$ cat src/trim_pkg.sv
package trim_pkg;

    // ------------------------------------------------------------
    // register map
    // ------------------------------------------------------------
    localparam int ADDR_W = 12;
    localparam int DATA_W = 8;
    localparam int TRIM_W = 12;
    localparam int REG_W = 16;
    localparam int NUM_TRIM = 4;
    localparam int BYTES_PER_REG = REG_W / DATA_W;
    localparam int LO_BYTE = 0;
    localparam int HI_BYTE = 1;

    localparam logic [ADDR_W-1:0] OFF_CORE1_INA = 12'h08E;
    localparam logic [ADDR_W-1:0] OFF_CORE1_INB = 12'h090;
    localparam logic [ADDR_W-1:0] OFF_CORE2_INA = 12'h092;
    localparam logic [ADDR_W-1:0] OFF_CORE2_INB = 12'h094;

    localparam logic [3:0] RSVD_RESET = 4'h0;
    localparam logic [DATA_W-1:0] UNMAPPED_READ = 8'h00;

    // trim index order
    localparam int IDX_C1_INA = 0;
    localparam int IDX_C1_INB = 1;
    localparam int IDX_C2_INA = 2;
    localparam int IDX_C2_INB = 3;

    // ------------------------------------------------------------
    // types
    // ------------------------------------------------------------
    typedef struct packed {
        logic [ADDR_W-1:0] addr;
        logic [DATA_W-1:0] wdata;
        logic wr;
        logic rd;
    } reg_req_t;

    typedef struct packed {
        logic [3:0] rsvd;
        logic [TRIM_W-1:0] trim;
    } trim_reg_t;

    typedef enum logic [1:0] {
        INPUT_A = 2'b01,
        INPUT_B = 2'b10
    } input_sel_t;

endpackage : trim_pkg
$ cat src/core_offset_trim_registers.sv
// How it works
// - Core 1 sampling input A uses bits 11:0 of its input-A trim register.
// - Core 1 sampling input B uses bits 11:0 of its input-B trim register.
// - Core 2 sampling input A uses bits 11:0 of its input-A trim register.
// - Core 2 sampling input B uses bits 11:0 of its input-B trim register.
// - Each trim field is an unsigned number, never sign-extended.
// - Trims reset to the factory value and software may read and rewrite it.
//
// The address-and-strobe port is this design's own decision.
module core_offset_trim_registers #(
    parameter logic [trim_pkg::TRIM_W-1:0] FACTORY_C1_INA = 12'h800,
    parameter logic [trim_pkg::TRIM_W-1:0] FACTORY_C1_INB = 12'h800,
    parameter logic [trim_pkg::TRIM_W-1:0] FACTORY_C2_INA = 12'h800,
    parameter logic [trim_pkg::TRIM_W-1:0] FACTORY_C2_INB = 12'h800
) (
    // clock and reset
    input wire logic clk_i,
    input wire logic reset_n_i,
    // register port
    input wire logic [trim_pkg::ADDR_W-1:0] addr_i,
    input wire logic [trim_pkg::DATA_W-1:0] wdata_i,
    input wire logic wr_i,
    input wire logic rd_i,
    output logic [trim_pkg::DATA_W-1:0] rdata_o,
    // core input selection
    input wire logic [1:0] core1_input_sel_i,
    input wire logic [1:0] core2_input_sel_i,
    // applied offsets
    output logic [trim_pkg::TRIM_W-1:0] core1_offset_o,
    output logic [trim_pkg::TRIM_W-1:0] core2_offset_o,
    // all four trims, for the cores' own use
    output logic [trim_pkg::NUM_TRIM*trim_pkg::TRIM_W-1:0] trims_o
);

    // ------------------------------------------------------------
    // map and factory values
    // ------------------------------------------------------------
    localparam int NT = trim_pkg::NUM_TRIM;

    localparam int BW = trim_pkg::DATA_W;

    localparam int TW = trim_pkg::TRIM_W;

    localparam int NB = trim_pkg::BYTES_PER_REG;

    // register bases, one per trim
    localparam logic [trim_pkg::ADDR_W-1:0] BASE [NT] = '{
        trim_pkg::OFF_CORE1_INA,
        trim_pkg::OFF_CORE1_INB,
        trim_pkg::OFF_CORE2_INA,
        trim_pkg::OFF_CORE2_INB
    };

    // reset contents of the trim fields
    localparam logic [TW-1:0] FACT [NT] = '{
        FACTORY_C1_INA,
        FACTORY_C1_INB,
        FACTORY_C2_INA,
        FACTORY_C2_INB
    };

    // ------------------------------------------------------------
    // request
    // ------------------------------------------------------------
    trim_pkg::reg_req_t req;

    assign req = '{
        addr: addr_i,
        wdata: wdata_i,
        wr: wr_i,
        rd: rd_i
    };

    // ------------------------------------------------------------
    // storage
    // ------------------------------------------------------------
    trim_pkg::trim_reg_t regs_q [NT];

    trim_pkg::trim_reg_t regs_d [NT];

    // ------------------------------------------------------------
    // byte decode signals
    // ------------------------------------------------------------
    logic [NB-1:0] hit [NT];

    logic [NB-1:0] wr_byte [NT];

    logic [NT-1:0] hit_reg;

    logic hit_any;

    // ------------------------------------------------------------
    // byte lane signals
    // ------------------------------------------------------------
    logic [BW-1:0] cur_byte [NT][NB];

    logic [BW-1:0] new_byte [NT][NB];

    logic [BW-1:0] lane [NT][NB];

    logic [BW-1:0] reg_lane [NT];

    logic [BW-1:0] lane_or [NT+1];

    // ------------------------------------------------------------
    // read path signals
    // ------------------------------------------------------------
    logic rd_hit;

    logic [BW-1:0] rdata_d;

    logic [BW-1:0] rdata_q;

    // ------------------------------------------------------------
    // offset selection signals
    // ------------------------------------------------------------
    logic [TW-1:0] core1_trim_a;

    logic [TW-1:0] core1_trim_b;

    logic core1_use_b;

    logic [TW-1:0] core1_sel_trim;

    logic [TW-1:0] core2_trim_a;

    logic [TW-1:0] core2_trim_b;

    logic core2_use_b;

    logic [TW-1:0] core2_sel_trim;

    // ------------------------------------------------------------
    // byte decode
    // ------------------------------------------------------------
    genvar g;

    genvar b;

    generate
        for (g = 0; g < NT; g++) begin : g_decode
            for (b = 0; b < NB; b++) begin : g_byte
                // byte b of a register sits at its base plus b
                assign hit[g][b] =
                    (req.addr == BASE[g] + trim_pkg::ADDR_W'(b));

                // a byte is written only on its own address
                assign wr_byte[g][b] =
                    req.wr & hit[g][b];
            end

            assign hit_reg[g] =
                |hit[g];
        end
    endgenerate

    assign hit_any =
        |hit_reg;

    // ------------------------------------------------------------
    // register update
    // ------------------------------------------------------------
    // writes taken as given; software keeps off during calibration
    generate
        for (g = 0; g < NT; g++) begin : g_update
            localparam trim_pkg::trim_reg_t RESET_VAL = '{
                rsvd: trim_pkg::RSVD_RESET,
                trim: FACT[g]
            };

            for (b = 0; b < NB; b++) begin : g_byte
                assign cur_byte[g][b] =
                    regs_q[g][b*BW +: BW];

                // a write replaces the whole byte
                assign new_byte[g][b] =
                    wr_byte[g][b] ? req.wdata : cur_byte[g][b];
            end

            // reserved bits are plain storage beside the trim
            assign regs_d[g] = trim_pkg::trim_reg_t'({
                new_byte[g][trim_pkg::HI_BYTE],
                new_byte[g][trim_pkg::LO_BYTE]
            });

            // factory load at reset, rewritable after
            always_ff @(posedge clk_i or negedge reset_n_i) begin
                if (!reset_n_i) begin
                    regs_q[g] <= RESET_VAL;
                end else begin
                    regs_q[g] <= regs_d[g];
                end
            end
        end
    endgenerate

    // ------------------------------------------------------------
    // read select
    // ------------------------------------------------------------
    // no read gating; software picks the moment
    generate
        for (g = 0; g < NT; g++) begin : g_read
            for (b = 0; b < NB; b++) begin : g_byte
                assign lane[g][b] =
                    hit[g][b] ? cur_byte[g][b] : trim_pkg::UNMAPPED_READ;
            end

            assign reg_lane[g] =
                lane[g][trim_pkg::HI_BYTE] | lane[g][trim_pkg::LO_BYTE];

            // or-chain keeps the read mux one gate per register
            assign lane_or[g+1] =
                lane_or[g] | reg_lane[g];
        end
    endgenerate

    assign lane_or[0] =
        trim_pkg::UNMAPPED_READ;

    // ------------------------------------------------------------
    // read path
    // ------------------------------------------------------------
    // unmapped bytes read zero, so a stray read cannot leak a trim
    assign rd_hit =
        req.rd & hit_any;

    assign rdata_d =
        rd_hit ? lane_or[NT] : trim_pkg::UNMAPPED_READ;

    // read data stands only the cycle after the strobe
    always_ff @(posedge clk_i or negedge reset_n_i) begin
        if (!reset_n_i) begin
            rdata_q <= trim_pkg::UNMAPPED_READ;
        end else begin
            rdata_q <= rdata_d;
        end
    end

    assign rdata_o = rdata_q;

    // ------------------------------------------------------------
    // trim bus
    // ------------------------------------------------------------
    // each field leaves on its own slice
    generate
        for (g = 0; g < NT; g++) begin : g_bus
            assign trims_o[g*TW +: TW] =
                regs_q[g].trim;
        end
    endgenerate

    // ------------------------------------------------------------
    // core 1 select
    // ------------------------------------------------------------
    assign core1_trim_a =
        regs_q[trim_pkg::IDX_C1_INA].trim;

    assign core1_trim_b =
        regs_q[trim_pkg::IDX_C1_INB].trim;

    // codes other than input B fall back to input A
    assign core1_use_b =
        (core1_input_sel_i == trim_pkg::INPUT_B);

    // ------------------------------------------------------------
    // core 1 offset
    // ------------------------------------------------------------
    // pick by input; unsigned, never sign-extended
    assign core1_sel_trim =
        core1_use_b ? core1_trim_b : core1_trim_a;

    assign core1_offset_o =
        core1_sel_trim;

    // ------------------------------------------------------------
    // core 2 select
    // ------------------------------------------------------------
    assign core2_trim_a =
        regs_q[trim_pkg::IDX_C2_INA].trim;

    assign core2_trim_b =
        regs_q[trim_pkg::IDX_C2_INB].trim;

    // codes other than input B fall back to input A
    assign core2_use_b =
        (core2_input_sel_i == trim_pkg::INPUT_B);

    // ------------------------------------------------------------
    // core 2 offset
    // ------------------------------------------------------------
    // pick by input; unsigned, never sign-extended
    assign core2_sel_trim =
        core2_use_b ? core2_trim_b : core2_trim_a;

    assign core2_offset_o =
        core2_sel_trim;

endmodule : core_offset_trim_registers

$ cat config.mk
export PLATFORM = sky130hd
export DESIGN_NAME = core_offset_trim_registers
export DESIGN_NICKNAME = d
export VERILOG_FILES = /design/src/trim_pkg.sv /design/src/core_offset_trim_registers.sv
export SDC_FILE = /design/constraint.sdc
export NUM_CORES = 1
export LEC_CHECK = 0
export BUFFER_PORTS_ARGS = -buffer_cell sky130_fd_sc_hd__buf_2
export CAP_MARGIN = 20
export CORE_MARGIN = 3
export CORE_UTILIZATION = 36
export CTS_CLUSTER_DIAMETER = 200
export DETAILED_ROUTE_END_ITERATION = 10
export GPL_TIMING_DRIVEN = 0
export PLACE_DENSITY_LB_ADDON = 0.25
export SETUP_SLACK_MARGIN = 0.15
export SYNTH_ARGS = -nofsm -noshare
export SYNTH_HDL_FRONTEND = slang
export SYNTH_SLANG_ARGS = --single-unit
$ cat constraint.sdc
create_clock -name clk_i -period 1.4 [get_ports clk_i]
set_input_delay 0.07 -clock clk_i [delete_from_list [all_inputs] [get_ports clk_i]]
set_output_delay 0.07 -clock clk_i [all_outputs]
set_load 0.05 [all_outputs]
* After elaboration in Yosys (flattened, before gate mapping)
Cells that the tools add are included.
** Operators by class
- Muxes and demuxes :: 11
- Bitwise operators :: 16
- Equality and inequality tests :: 10
- Reduce and logical (&&, ||, !) cells :: 1
** Operators by type and width (count)
- 12-bit by 8-bit equality test with 1-bit output, second input constant :: 8
- 8-bit two-way mux :: 9
- 8-bit OR :: 7
- 12-bit two-way mux :: 2
- 1-bit AND :: 9
- 8-bit OR reduction :: 1
- 2-bit equality test, second input constant :: 2
** Storage, ports and cells
- Register bits :: 72
- Word-level logic and storage cells :: 51
- Output and inout port bits :: 80
- Input port bits :: 28

* Depth between registers and ports, before layout
Gate-level depths: netlist (run 1).
- Word-level depth :: 7
- Mapped depth :: 6

* Worst setup path before layout (run 1)
OpenSTA, ideal clock, no wires.
- Kind :: input to register
- From :: in addr_i[9] (netlist bit)
- To :: reg regs_q (netlist bit core2_trim_a[0])
- Path buffers :: 2
- Cell stages on the path :: 6
- Arrival time :: 1.554 ns
- Setup slack :: -0.279 ns
- Setup time :: 0.125 ns
- Cells stage by stage :: nor4_4 and3_2 buf_4 and3_1 buf_4 mux2_2
** Between the ends
- Longest elaborated chain between the ends :: 2
** RTL lines
- from (decl) :: line core_offset_trim_registers.sv:20 : input wire logic [trim_pkg::ADDR_W-1:0] addr_i,
- 12-bit by 8-bit equality test with 1-bit output :: line core_offset_trim_registers.sv:145 : (req.addr == BASE[g] + trim_pkg::ADDR_W'(b));
- 1-bit AND :: line core_offset_trim_registers.sv:149 : req.wr & hit[g][b];
- to (signal, indexed assignment) :: line core_offset_trim_registers.sv:191 : regs_q[g] <= regs_d[g];
- to (decl) :: line core_offset_trim_registers.sv:77 : trim_pkg::trim_reg_t regs_q [NT];
No other way between the ends.
A chain may end at the register's enable or synchronous reset.

* Worst setup path after layout (run 1)
- From :: in addr_i[9] (netlist bit)
- To :: reg regs_q (netlist bit core1_trim_a[10])
Same word-level chain as after synthesis.

==> metrics.cfg, run 1 <==
[place]
place_area_um2 = 4850
dp_hpwl_um = 7510
io_buffers = 106
gp_congestion = 0.796

[setup_path]
path_cells = buf_8 > nor4_4 > buf_6 > and4_1 > buf_6 > nand4_4 > mux2_4
worst-endpoint-arrival_ns = 1.54
crit_path_top_delay_cell = mux2_4
cp-end-kind = register
critPathMostFrequentCell = buf_6
path_max_fanout = 8
path_class = primary input to register
cp_data_required_time_ns = 1.62
slowest_delay_ns = 0.38
crit_path_start_kind = primary input

[drt]
wl_per_cell_um = 19.9
drt-total-wl_um = 12500
detail_route.first_pass.iterations = 4
antenna_left = 0
vias = 3125
drc = 0
drt-initial-drc-count = 139
viasPerCell = 4.99

[synthesis]
synth_flop_cell = dfrtp_1
synth.distinct_cells = 42
ys_ff_latch = 72
synthCells = 310
syn_avg_cell_area_um2 = 13.2
ys.warnings.count = 0
synthesis.nets = 338
synth.cell_area_um2 = 4080
ys_seq_area_share_pct = 44.3
synth-edff-count = 0
synth-async-reset-ratio_pct = 100

[clocking]
cts_tree = built
cts_sinks = 72
root_buffer = clkbuf_16
clk_latency_ns = 0.33
cts.clk_slew.worst_paths_ns = 0.06
cts_buffer_depth = 2
htreeDepth = 3
cts_made_buffers = 9

[power]
power_uw = 4740
total_leakage_power_uw = 0.00320
p_sw_uw = 1120
swShare_pct = 23.6
p_int_uw = 3620
power.density_nw_per_um2 = 766
peakVddDrop_mv = 0.507
pwr-share-seq_pct = 44.3
clkPwrFrac_pct = 47.0
p_comb_share_pct = 8.7

[sta]
rsz0062_at_grt = yes
fin_skew_ns = 0.00374
min_period_ns = 1.32
worst_pin_slew_ns = 0.908
min_period_over_period_pct = 94.4
relSlewSlack_pct = 39.4
slew_violations = 0
setup_viol = 0
hold_viol_final = 0
fmaxAchievable_ghz = 0.757

[grt]
overflow = 0
grt_pass1_wl_um = 19100
grt_pass1_vias = 3308
grt_max_degree = 73
antenna_found_initial = 0
track_usage_pct = 20.0

[run_status]
outcome = finished clean

[flow_run]
cap_violations = 0

[layout]
fill_cells = 901
syn_to_final_growth_pct = 51.6
layout.nets = 509
drive_gt1_share_pct = 76.3
post-route-util_pct = 56.6
diodes = 0
fin_area_um2 = 6180

[floorplan]
num_rows = 38
dieArea_um2 = 12600
dieHeight_um = 112
core_area_um2 = 10900
die_width_um = 112
initial_core_util_pct = 37.3
ioPinCount = 108

[worst_hold_path]
min_path_type = primary input to register

-- power groups by stage --
stage	Clock, uW	Combinational [uW]	Sequential (uW)
final	2230	412	2100
after CTS	2250	394	2100
after global routing	2320	438	2100
after detailed placement	0	318	2140
after floorplan	0	154	2130
after global placement	0	315	2130
-- flip-flops by register name, indices dropped and copies added (netlist names) --
register,count
rdata_o,8
core2_trim_a,12
core1_trim_a,12
core2_trim_b,12
core1_trim_b,12
cur_byte,16
-- final timing paths --
check | start | end | slack (ns) | depth (start not counted)
worst max-delay path | addr_i[9] | core1_trim_a[10] | 0.08 | 7
worst min-delay path | wdata_i[0] | core2_trim_b[8] | 0.08 | 2
worst max register to register | core1_trim_b[1] | rdata_o[1] | 0.12 | 3
worst min register to register | cur_byte[22] | cur_byte[22] | 0.50 | 1
max in group asynchronous | reset_n_i | core1_trim_a[3] | 0.37 | 2
min in group asynchronous | reset_n_i | core2_trim_b[10] | 0.42 | 2
-- through the flow --
stage	std cells	setup WS, ns	hold WS (ns)	TNS (ns)
final	626	0.0786	0.0803	0
after global placement	556	-1.01	0.397	-68.88
after global routing	626	0.0113	0.0918	0
after CTS	615	0.0950	0.0645	0
after detailed placement	556	-1.00	0.254	-59.93
after floorplan	310	-0.237	-0.226	-11.70
-- cells in the mapped netlist (2+ instances only) --
| master | instances | area, um2 |
|---|---|---|
| a22oi_1 | 4 | 30.0 |
| nor3b_2 | 2 | 25.0 |
| a32oi_1 | 2 | 17.5 |
| dfrtp_1 | 68 | 1700 |
| nand4_4 | 3 | 63.8 |
| buf_2 | 4 | 20.0 |
| clkbuf_1 | 4 | 15.0 |
| nand3_1 | 10 | 50.1 |
| mux4_2 | 7 | 158 |
| dfstp_2 | 4 | 105 |
| a21o_1 | 6 | 45.0 |
| a21oi_1 | 8 | 40.0 |
| and3_1 | 2 | 12.5 |
| mux2_4 | 8 | 120 |
| mux2i_1 | 4 | 40.0 |
| a2bb2oi_1 | 2 | 17.5 |
| nand4_1 | 2 | 12.5 |
| nand2_1 | 5 | 18.8 |
| nor3_2 | 3 | 30.0 |
| buf_4 | 50 | 375 |
| inv_1 | 2 | 7.51 |
| nor2b_1 | 4 | 25.0 |
| mux2_2 | 87 | 980 |
-- cell usage in the layout (no fill, tap or decap), types with 4 or more instances in the layout --
cell type,count
nand2_1,5
nand3_1,10
mux4_2,7
buf_2,76
buf_4,90
mux2_2,46
buf_6,30
clkbuf_16,9
dfstp_2,4
buf_8,16
mux2i_1,4
clkbuf_8,4
a21oi_1,5
a22oi_2,4
mux2_4,50
dfrtp_1,68
a21o_1,6
-- cell families (layout without fill, tap and decap cells) --
| kind of cell | after synthesis | count (layout) | share of synthesized area, % |
|---|---|---|---|
| multiplexers | 107 | 107 | 32.1 |
| flip-flops | 72 | 72 | 44.3 |
| buffers and inverters | 63 | 239 | 11.0 |
| AND/OR/NAND/NOR | 44 | 44 | 8.62 |
| AO/OA/AOI/OAI | 24 | 24 | 4.05 |
-- critical path: cells and delay by family --
family                 cells  cell delay [ns]
buffers and inverters      3             0.39
AND/OR/NAND/NOR            3             0.70
multiplexers               1             0.38
-- per-layer routing --
metal  global-route usage, %  vias to the layer above  wire length (um)
li1                        -                     1429                 -
met4                    6.33                        0               162
met5                       0                        -                 0
met1                    26.9                     1575              5600
met3                    3.94                       14               611
met2                    32.7                      107              6080
-- what timing repair did --
item | CTS | global route
hold endpoints to repair | 68 | 0
gates cloned | 2 | 0
hold buffers | 1 | 0
endpoints found under the setup margin | 100 | 100
gates resized for setup | 127 | 41
pin swaps | 9 | 9
setup buffers | 41 | 11
-- layout make-up --
| cell class | count | area [um2] | share of cell area, % |
|---|---|---|---|
| multi-input cells | 175 | 2150 | 34.7 |
| clock buffers | 12 | 236 | 3.82 |
| plain buffers | 60 | 508 | 8.21 |
| inverters | 2 | 7.51 | 0.121 |
| repair buffers | 161 | 1260 | 20.4 |
| clock inverters | 4 | 45.0 | 0.728 |
| flip-flops and latches | 72 | 1810 | 29.2 |
| well taps | 140 | 175 | 2.83 |
No activity file was read; power rests on OpenSTA's default activity.
==> inputs of run 2 (changes only) <==
- BUFFER_PORTS_ARGS: -buffer_cell sky130_fd_sc_hd__buf_2 -> unset
- CORE_ASPECT_RATIO: unset -> 1.75
- DONT_BUFFER_PORTS: unset -> 1
==> metrics.cfg, run 2 (synthesis results as in run 1) <==
[run_status]
outcome = finished, violations left  ; was finished clean
violations = hold timing

[clocking]
cts_made_buffers = 9  ; unchanged
cts_sinks = 72  ; unchanged
root_buffer = clkbuf_16  ; unchanged
cts_buffer_depth = 2  ; unchanged
cts_hold_buf = 8  ; was 1
htreeDepth = 3  ; unchanged
cts.clk_slew.worst_paths_ns = 0.06  ; about the same
clk_latency_ns = 0.34  ; was 0.33 ns
cts_tree = built  ; unchanged

[setup_path]
path_class = register to register  ; was primary input to register
slowest_delay_ns = 0.47  ; was 0.38 ns
worst-endpoint-arrival_ns = 1.49  ; was 1.54 ns
crit_path_top_delay_cell = mux4_2  ; was mux2_4
cp-end-kind = register  ; unchanged
path_cells = mux4_2 > a32oi_1 > a21oi_1  ; was buf_8 > nor4_4 > buf_6 > and4_1 > buf_6 > nand4_4 > mux2_4
crit_path_start_kind = register  ; was primary input
path_max_fanout = 4  ; was 8
cp_data_required_time_ns = 1.58  ; was 1.62 ns

[drt]
wl_per_cell_um = 22.5  ; was 19.9 um
drc = 0  ; unchanged
wl_met3_um = 659  ; was 611 um
drt-total-wl_um = 11000  ; was 12500 um
antenna_left = 0  ; unchanged
wl_met1_um = 4180  ; was 5600 um
wl_met2_um = 5890  ; was 6080 um
top_layer = met4  ; unchanged
viasPerCell = 5.45  ; was 4.99
detail_route.first_pass.iterations = 4  ; unchanged
drt-initial-drc-count = 129  ; was 139
vias = 2664  ; was 3125

[place]
io_buffers = 0  ; was 106
placed_cells = 440  ; was 556
dpl_worst_slack_ns = -0.819  ; was -1.00 ns
dp_hpwl_um = 7480  ; was 7510 um
gp_congestion = 0.800  ; was 0.796

[sta]
fmaxAchievable_ghz = 0.768  ; was 0.757 GHz
fin_hold_ws_ns = -0.573  ; was 0.0803 ns
relSlewSlack_pct = 62.5  ; was 39.4%
fin_ws_ns = 0.0977  ; was 0.0786 ns
min_period_ns = 1.30  ; was 1.32 ns
fin_skew_ns = 0.00817  ; was 0.00374 ns
setup_viol = 0  ; unchanged
rsz0062_at_grt = yes  ; unchanged
slew_violations = 0  ; unchanged
min_period_over_period_pct = 93.0  ; was 94.4%
worst_pin_slew_ns = 0.563  ; was 0.908 ns
hold_viol_final = 72  ; was 0

[layout]
layout.nets = 382  ; was 509
syn_to_final_growth_pct = 25.9  ; was 51.6%
final_cell_count_no_fill = 489  ; was 626
largest_reg_flops = 16  ; unchanged
most-common-layout-cells = buf_4, dfrtp_1, mux2_2  ; was buf_4, buf_2, dfrtp_1
final_common_cell = buf_4  ; unchanged
drive_gt1_share_pct = 64.6  ; was 76.3%
diodes = 0  ; unchanged

[grt]
overflow = 0  ; unchanged
antenna_found_initial = 0  ; unchanged
grt_max_degree = 73  ; unchanged
grt_pass1_vias = 2758  ; was 3308
grt_pass1_wl_um = 16500  ; was 19100 um
track_usage_pct = 17.5  ; was 20.0%

[floorplan]
initial_core_util_pct = 37.5  ; was 37.3%
die_width_um = 86.5  ; was 112 um
dieHeight_um = 147  ; was 112 um
ioPinCount = 108  ; unchanged
num_rows = 50  ; was 38
dieArea_um2 = 12700  ; was 12600 um2
core_area_um2 = 10900  ; about the same

[power]
peakVddDrop_mv = 0.669  ; was 0.507 mV
power.density_nw_per_um2 = 952  ; was 766 nW/um2
power_uw = 4880  ; was 4740 uW
total_leakage_power_uw = 0.00245  ; was 0.00320 uW

[flow_run]
cap_violations = 0  ; unchanged

[worst_hold_path]
min_path_type = primary input to async pin  ; was primary input to register

==> run 2: cell types whose count changed in the layout (fill, tap and decap cells not counted), moves of 3 or more <==
cell	delta
clkinv_2	-3
buf_2	-74
buf_4	-19
buf_8	-15
mux2_2	+16
buf_6	-27
clkinvlp_4	+3
mux2_4	-17
dlygate4sd3_1	+7
==> run 2: worst paths after layout <==
| path | start | to | slack [ns] | depth (start not counted) |
|---|---|---|---|---|
| setup / recovery | core1_trim_b[1] | rdata_o[1] | 0.1 | 3 |
| max in group asynchronous | reset_n_i | core1_trim_b[11] | 1.75 | 0 |
| min in group clk_i | addr_i[4] | rdata_o[3] | 0.06 | 4 |
| setup reg to reg | core1_trim_b[1] | rdata_o[1] | 0.1 | 3 |
| hold reg to reg | cur_byte[4] | cur_byte[4] | 0.50 | 1 |
| hold / removal | reset_n_i | core2_trim_a[4] | -0.57 | 0 |
==> run 2: worst max-delay path, delay by kind of cell (launching register included) <==
| kind | cells | cell delay, ns |
|---|---|---|
| DFF | 1 | 0.41 |
| AOI/OAI and AO/OA | 2 | 0.27 |
| muxes | 1 | 0.47 |
==> run 2: final cells by class <==
| class | count | area (um2) |
|---|---|---|
| inverter | 2 | 7.51 |
| sequential | 72 | 1810 |
| timing repair buffer | 33 | 300 |
| clock inverter | 6 | 91.3 |
| tap | 130 | 163 |
| buffer | 61 | 495 |
| fill | 987 | 5750 |
| clock buffer | 10 | 239 |
| multi-input combinational | 175 | 2030 |
==> run 2: per-stage QoR <==
step	TNS [ns]	util, %	cell area (um2)
after global routing	0	47.2	5130
final	0	47.2	5130
after detailed placement	-43.33	39.6	4310
after global placement	-42.86	39.6	4310
after CTS	0	45.9	5000
after floorplan	-11.70	-	4150
==> run 2: where the power goes <==
part           switching [uW]  internal (uW)
Sequential               7.80           2090
Combinational             158            110
Clock                     905           1610
==> run 2: metal layers <==
layer	up-vias	global-route usage (%)
met2	98	30.1
met3	19	4.26
met4	0	6.63
met1	1370	20.8
met5	-	0
li1	1177	-
==> run 2: timing repair <==
action / CTS / global route
setup endpoints to repair: 94 / 46
buffers inserted: 19 / 6
pin swaps: 8 / 5
gates resized for setup: 26 / 22
endpoints found under the hold margin: 136 / 72
==> inputs of run 3 (changes only) <==
- CTS_BUF_LIST: unset -> sky130_fd_sc_hd__clkbuf_4 sky130_fd_sc_hd__clkbuf_8
- clock period: 1.4 -> 1.2 ns (I/O delays scaled with it)
==> metrics.cfg, run 3 (synthesis results as in run 1) <==
[drt]
antenna_left = 0  ; unchanged
drt-initial-drc-count = 132  ; was 129
wl_per_cell_um = 23.4  ; was 22.5 um
drc = 0  ; unchanged
viasPerCell = 5.48  ; was 5.45
detail_route.first_pass.iterations = 4  ; unchanged
vias = 2874  ; was 2664
drt-total-wl_um = 12300  ; was 11000 um

[clocking]
cts.clk_slew.worst_paths_ns = 0.08  ; was 0.06 ns
cts_tree = built  ; unchanged
htreeDepth = 3  ; unchanged
cts_made_buffers = 9  ; unchanged
cts_buffer_depth = 2  ; unchanged
clk_latency_ns = 0.37  ; was 0.34 ns
cts_sinks = 72  ; unchanged
cts_hold_buf = 8  ; unchanged
root_buffer = clkbuf_8  ; was clkbuf_16

[place]
io_buffers = 0  ; unchanged
placed_cells = 440  ; unchanged
dp_hpwl_um = 7640  ; was 7480 um
gp_congestion = 0.781  ; was 0.800

[grt]
grtUsageMet3_pct = 5.33  ; was 4.26%
top_usage_layer = met2  ; unchanged
gr-usage-met1_pct = 23.9  ; was 20.8%
grt_pass1_vias = 3016  ; was 2758
grt_pass1_wl_um = 18500  ; was 16500 um
grt_max_degree = 73  ; unchanged
track_usage_pct = 19.8  ; was 17.5%
overflow = 0  ; unchanged
antenna_found_initial = 0  ; unchanged
use_met2_pct = 32.2  ; was 30.1%

[setup_path]
path_class = register to register  ; unchanged
path_cells = mux4_2 > a32oi_1 > a21oi_1  ; unchanged
cp_data_required_time_ns = 1.42  ; was 1.58 ns
crit_path_start_kind = register  ; unchanged
worst-endpoint-arrival_ns = 1.52  ; was 1.49 ns
slowest_delay_ns = 0.47  ; about the same
regToRegSetupSlack_ns = -0.11  ; was 0.1 ns
cp-end-kind = register  ; unchanged
path_max_fanout = 4  ; unchanged
crit_path_top_delay_cell = mux4_2  ; unchanged

[sta]
slew_violations = 0  ; unchanged
relSlewSlack_pct = 61.4  ; was 62.5%
fin_ws_ns = -0.106  ; was 0.0977 ns
setup_viol = 39  ; was 0
min_period_ns = 1.31  ; was 1.30 ns
fmaxAchievable_ghz = 0.766  ; was 0.768 GHz
fin_hold_ws_ns = -0.619  ; was -0.573 ns
fin_skew_ns = 0.0105  ; was 0.00817 ns
hold_viol_final = 72  ; unchanged
worst_pin_slew_ns = 0.578  ; was 0.563 ns
rsz0062_at_grt = yes  ; unchanged
tns_ns = -1.17  ; was 0 ns
min_period_over_period_pct = 109  ; was 93.0%

[power]
power.density_nw_per_um2 = 788  ; was 952 nW/um2
peakVddDrop_mv = 0.465  ; was 0.669 mV
total_leakage_power_uw = 0.00275  ; was 0.00245 uW
power_uw = 4650  ; was 4880 uW

[floorplan]
dieHeight_um = 147  ; unchanged
core_area_um2 = 10900  ; unchanged
initial_core_util_pct = 37.5  ; unchanged
ioPinCount = 108  ; unchanged
dieArea_um2 = 12700  ; unchanged
num_rows = 50  ; unchanged
die_width_um = 86.5  ; unchanged

[layout]
fill_cells = 922  ; was 987
drive_gt1_share_pct = 71.1  ; was 64.6%
largest_reg_flops = 16  ; unchanged
syn_to_final_growth_pct = 44.5  ; was 25.9%
most-common-layout-cells = mux2_4, dfrtp_1, buf_6  ; was buf_4, dfrtp_1, mux2_2
diodes = 0  ; unchanged
final_common_cell = mux2_4  ; was buf_4
final_cell_count_no_fill = 524  ; was 489
layout.nets = 417  ; was 382

[run_status]
outcome = finished, violations left  ; unchanged
violations = hold timing, setup timing  ; was hold timing

[worst_hold_path]
min_path_type = primary input to async pin  ; unchanged

[flow_run]
cap_violations = 0  ; unchanged

## run 3: timing repair
item	CTS	global route
setup buffers	34	27
pin swaps	17	9
setup endpoints to repair	144	140
gates resized for setup	156	61
hold endpoints to repair	137	72
## run 3: layout make-up
type / count / area, um2 / share of cell area, %
flip-flops and latches: 72 / 1820 / 30.9
inverters: 2 / 7.51 / 0.127
multi-input cells: 175 / 2210 / 37.5
well taps: 130 / 163 / 2.76
plain buffers: 60 / 795 / 13.5
repair buffers: 69 / 711 / 12.1
clock inverters: 3 / 15.0 / 0.255
clock buffers: 13 / 173 / 2.93
## run 3: path summary, 6_finish.rpt
| check | start | end | depth (start not counted) |
|---|---|---|---|
| min | reset_n_i | cur_byte[55] | 0 |
| max | core1_trim_b[1] | rdata_o[1] | 3 |
| min reg2reg | cur_byte[22] | cur_byte[22] | 1 |
| max in group asynchronous | reset_n_i | core1_trim_a[11] | 0 |
| max reg2reg | core1_trim_b[1] | rdata_o[1] | 3 |
| min in group clk_i | addr_i[4] | rdata_o[7] | 4 |
## run 3: routing by layer
layer / routed length (um) / vias up
li1: - / 1248
met1: 4800 / 1502
met2: 6440 / 104
met3: 735 / 20
met4: 294 / 0
met5: 0 / -
## run 3: per-stage QoR
stage	worst slack [ns]	instance area (um2)	util, %
2_1_floorplan	-0.427	4150	-
3_3_place_gp	-1.03	4310	39.6
3_5_place_dp	-1.03	4310	39.6
4_1_cts	-0.114	5470	50.3
5_1_grt	-0.185	5900	54.2
6_report	-0.106	5900	54.2
## run 3: critical path, delay by kind of cell (launching register included)
| family | cells | cell delay [ns] |
|---|---|---|
| AOI/OAI and AO/OA | 2 | 0.27 |
| DFF | 1 | 0.43 |
| muxes | 1 | 0.47 |
## run 3: power by group
group | switching, uW | internal, uW
Combinational | 201 | 152
Clock | 914 | 933
Sequential | 10.4 | 2440
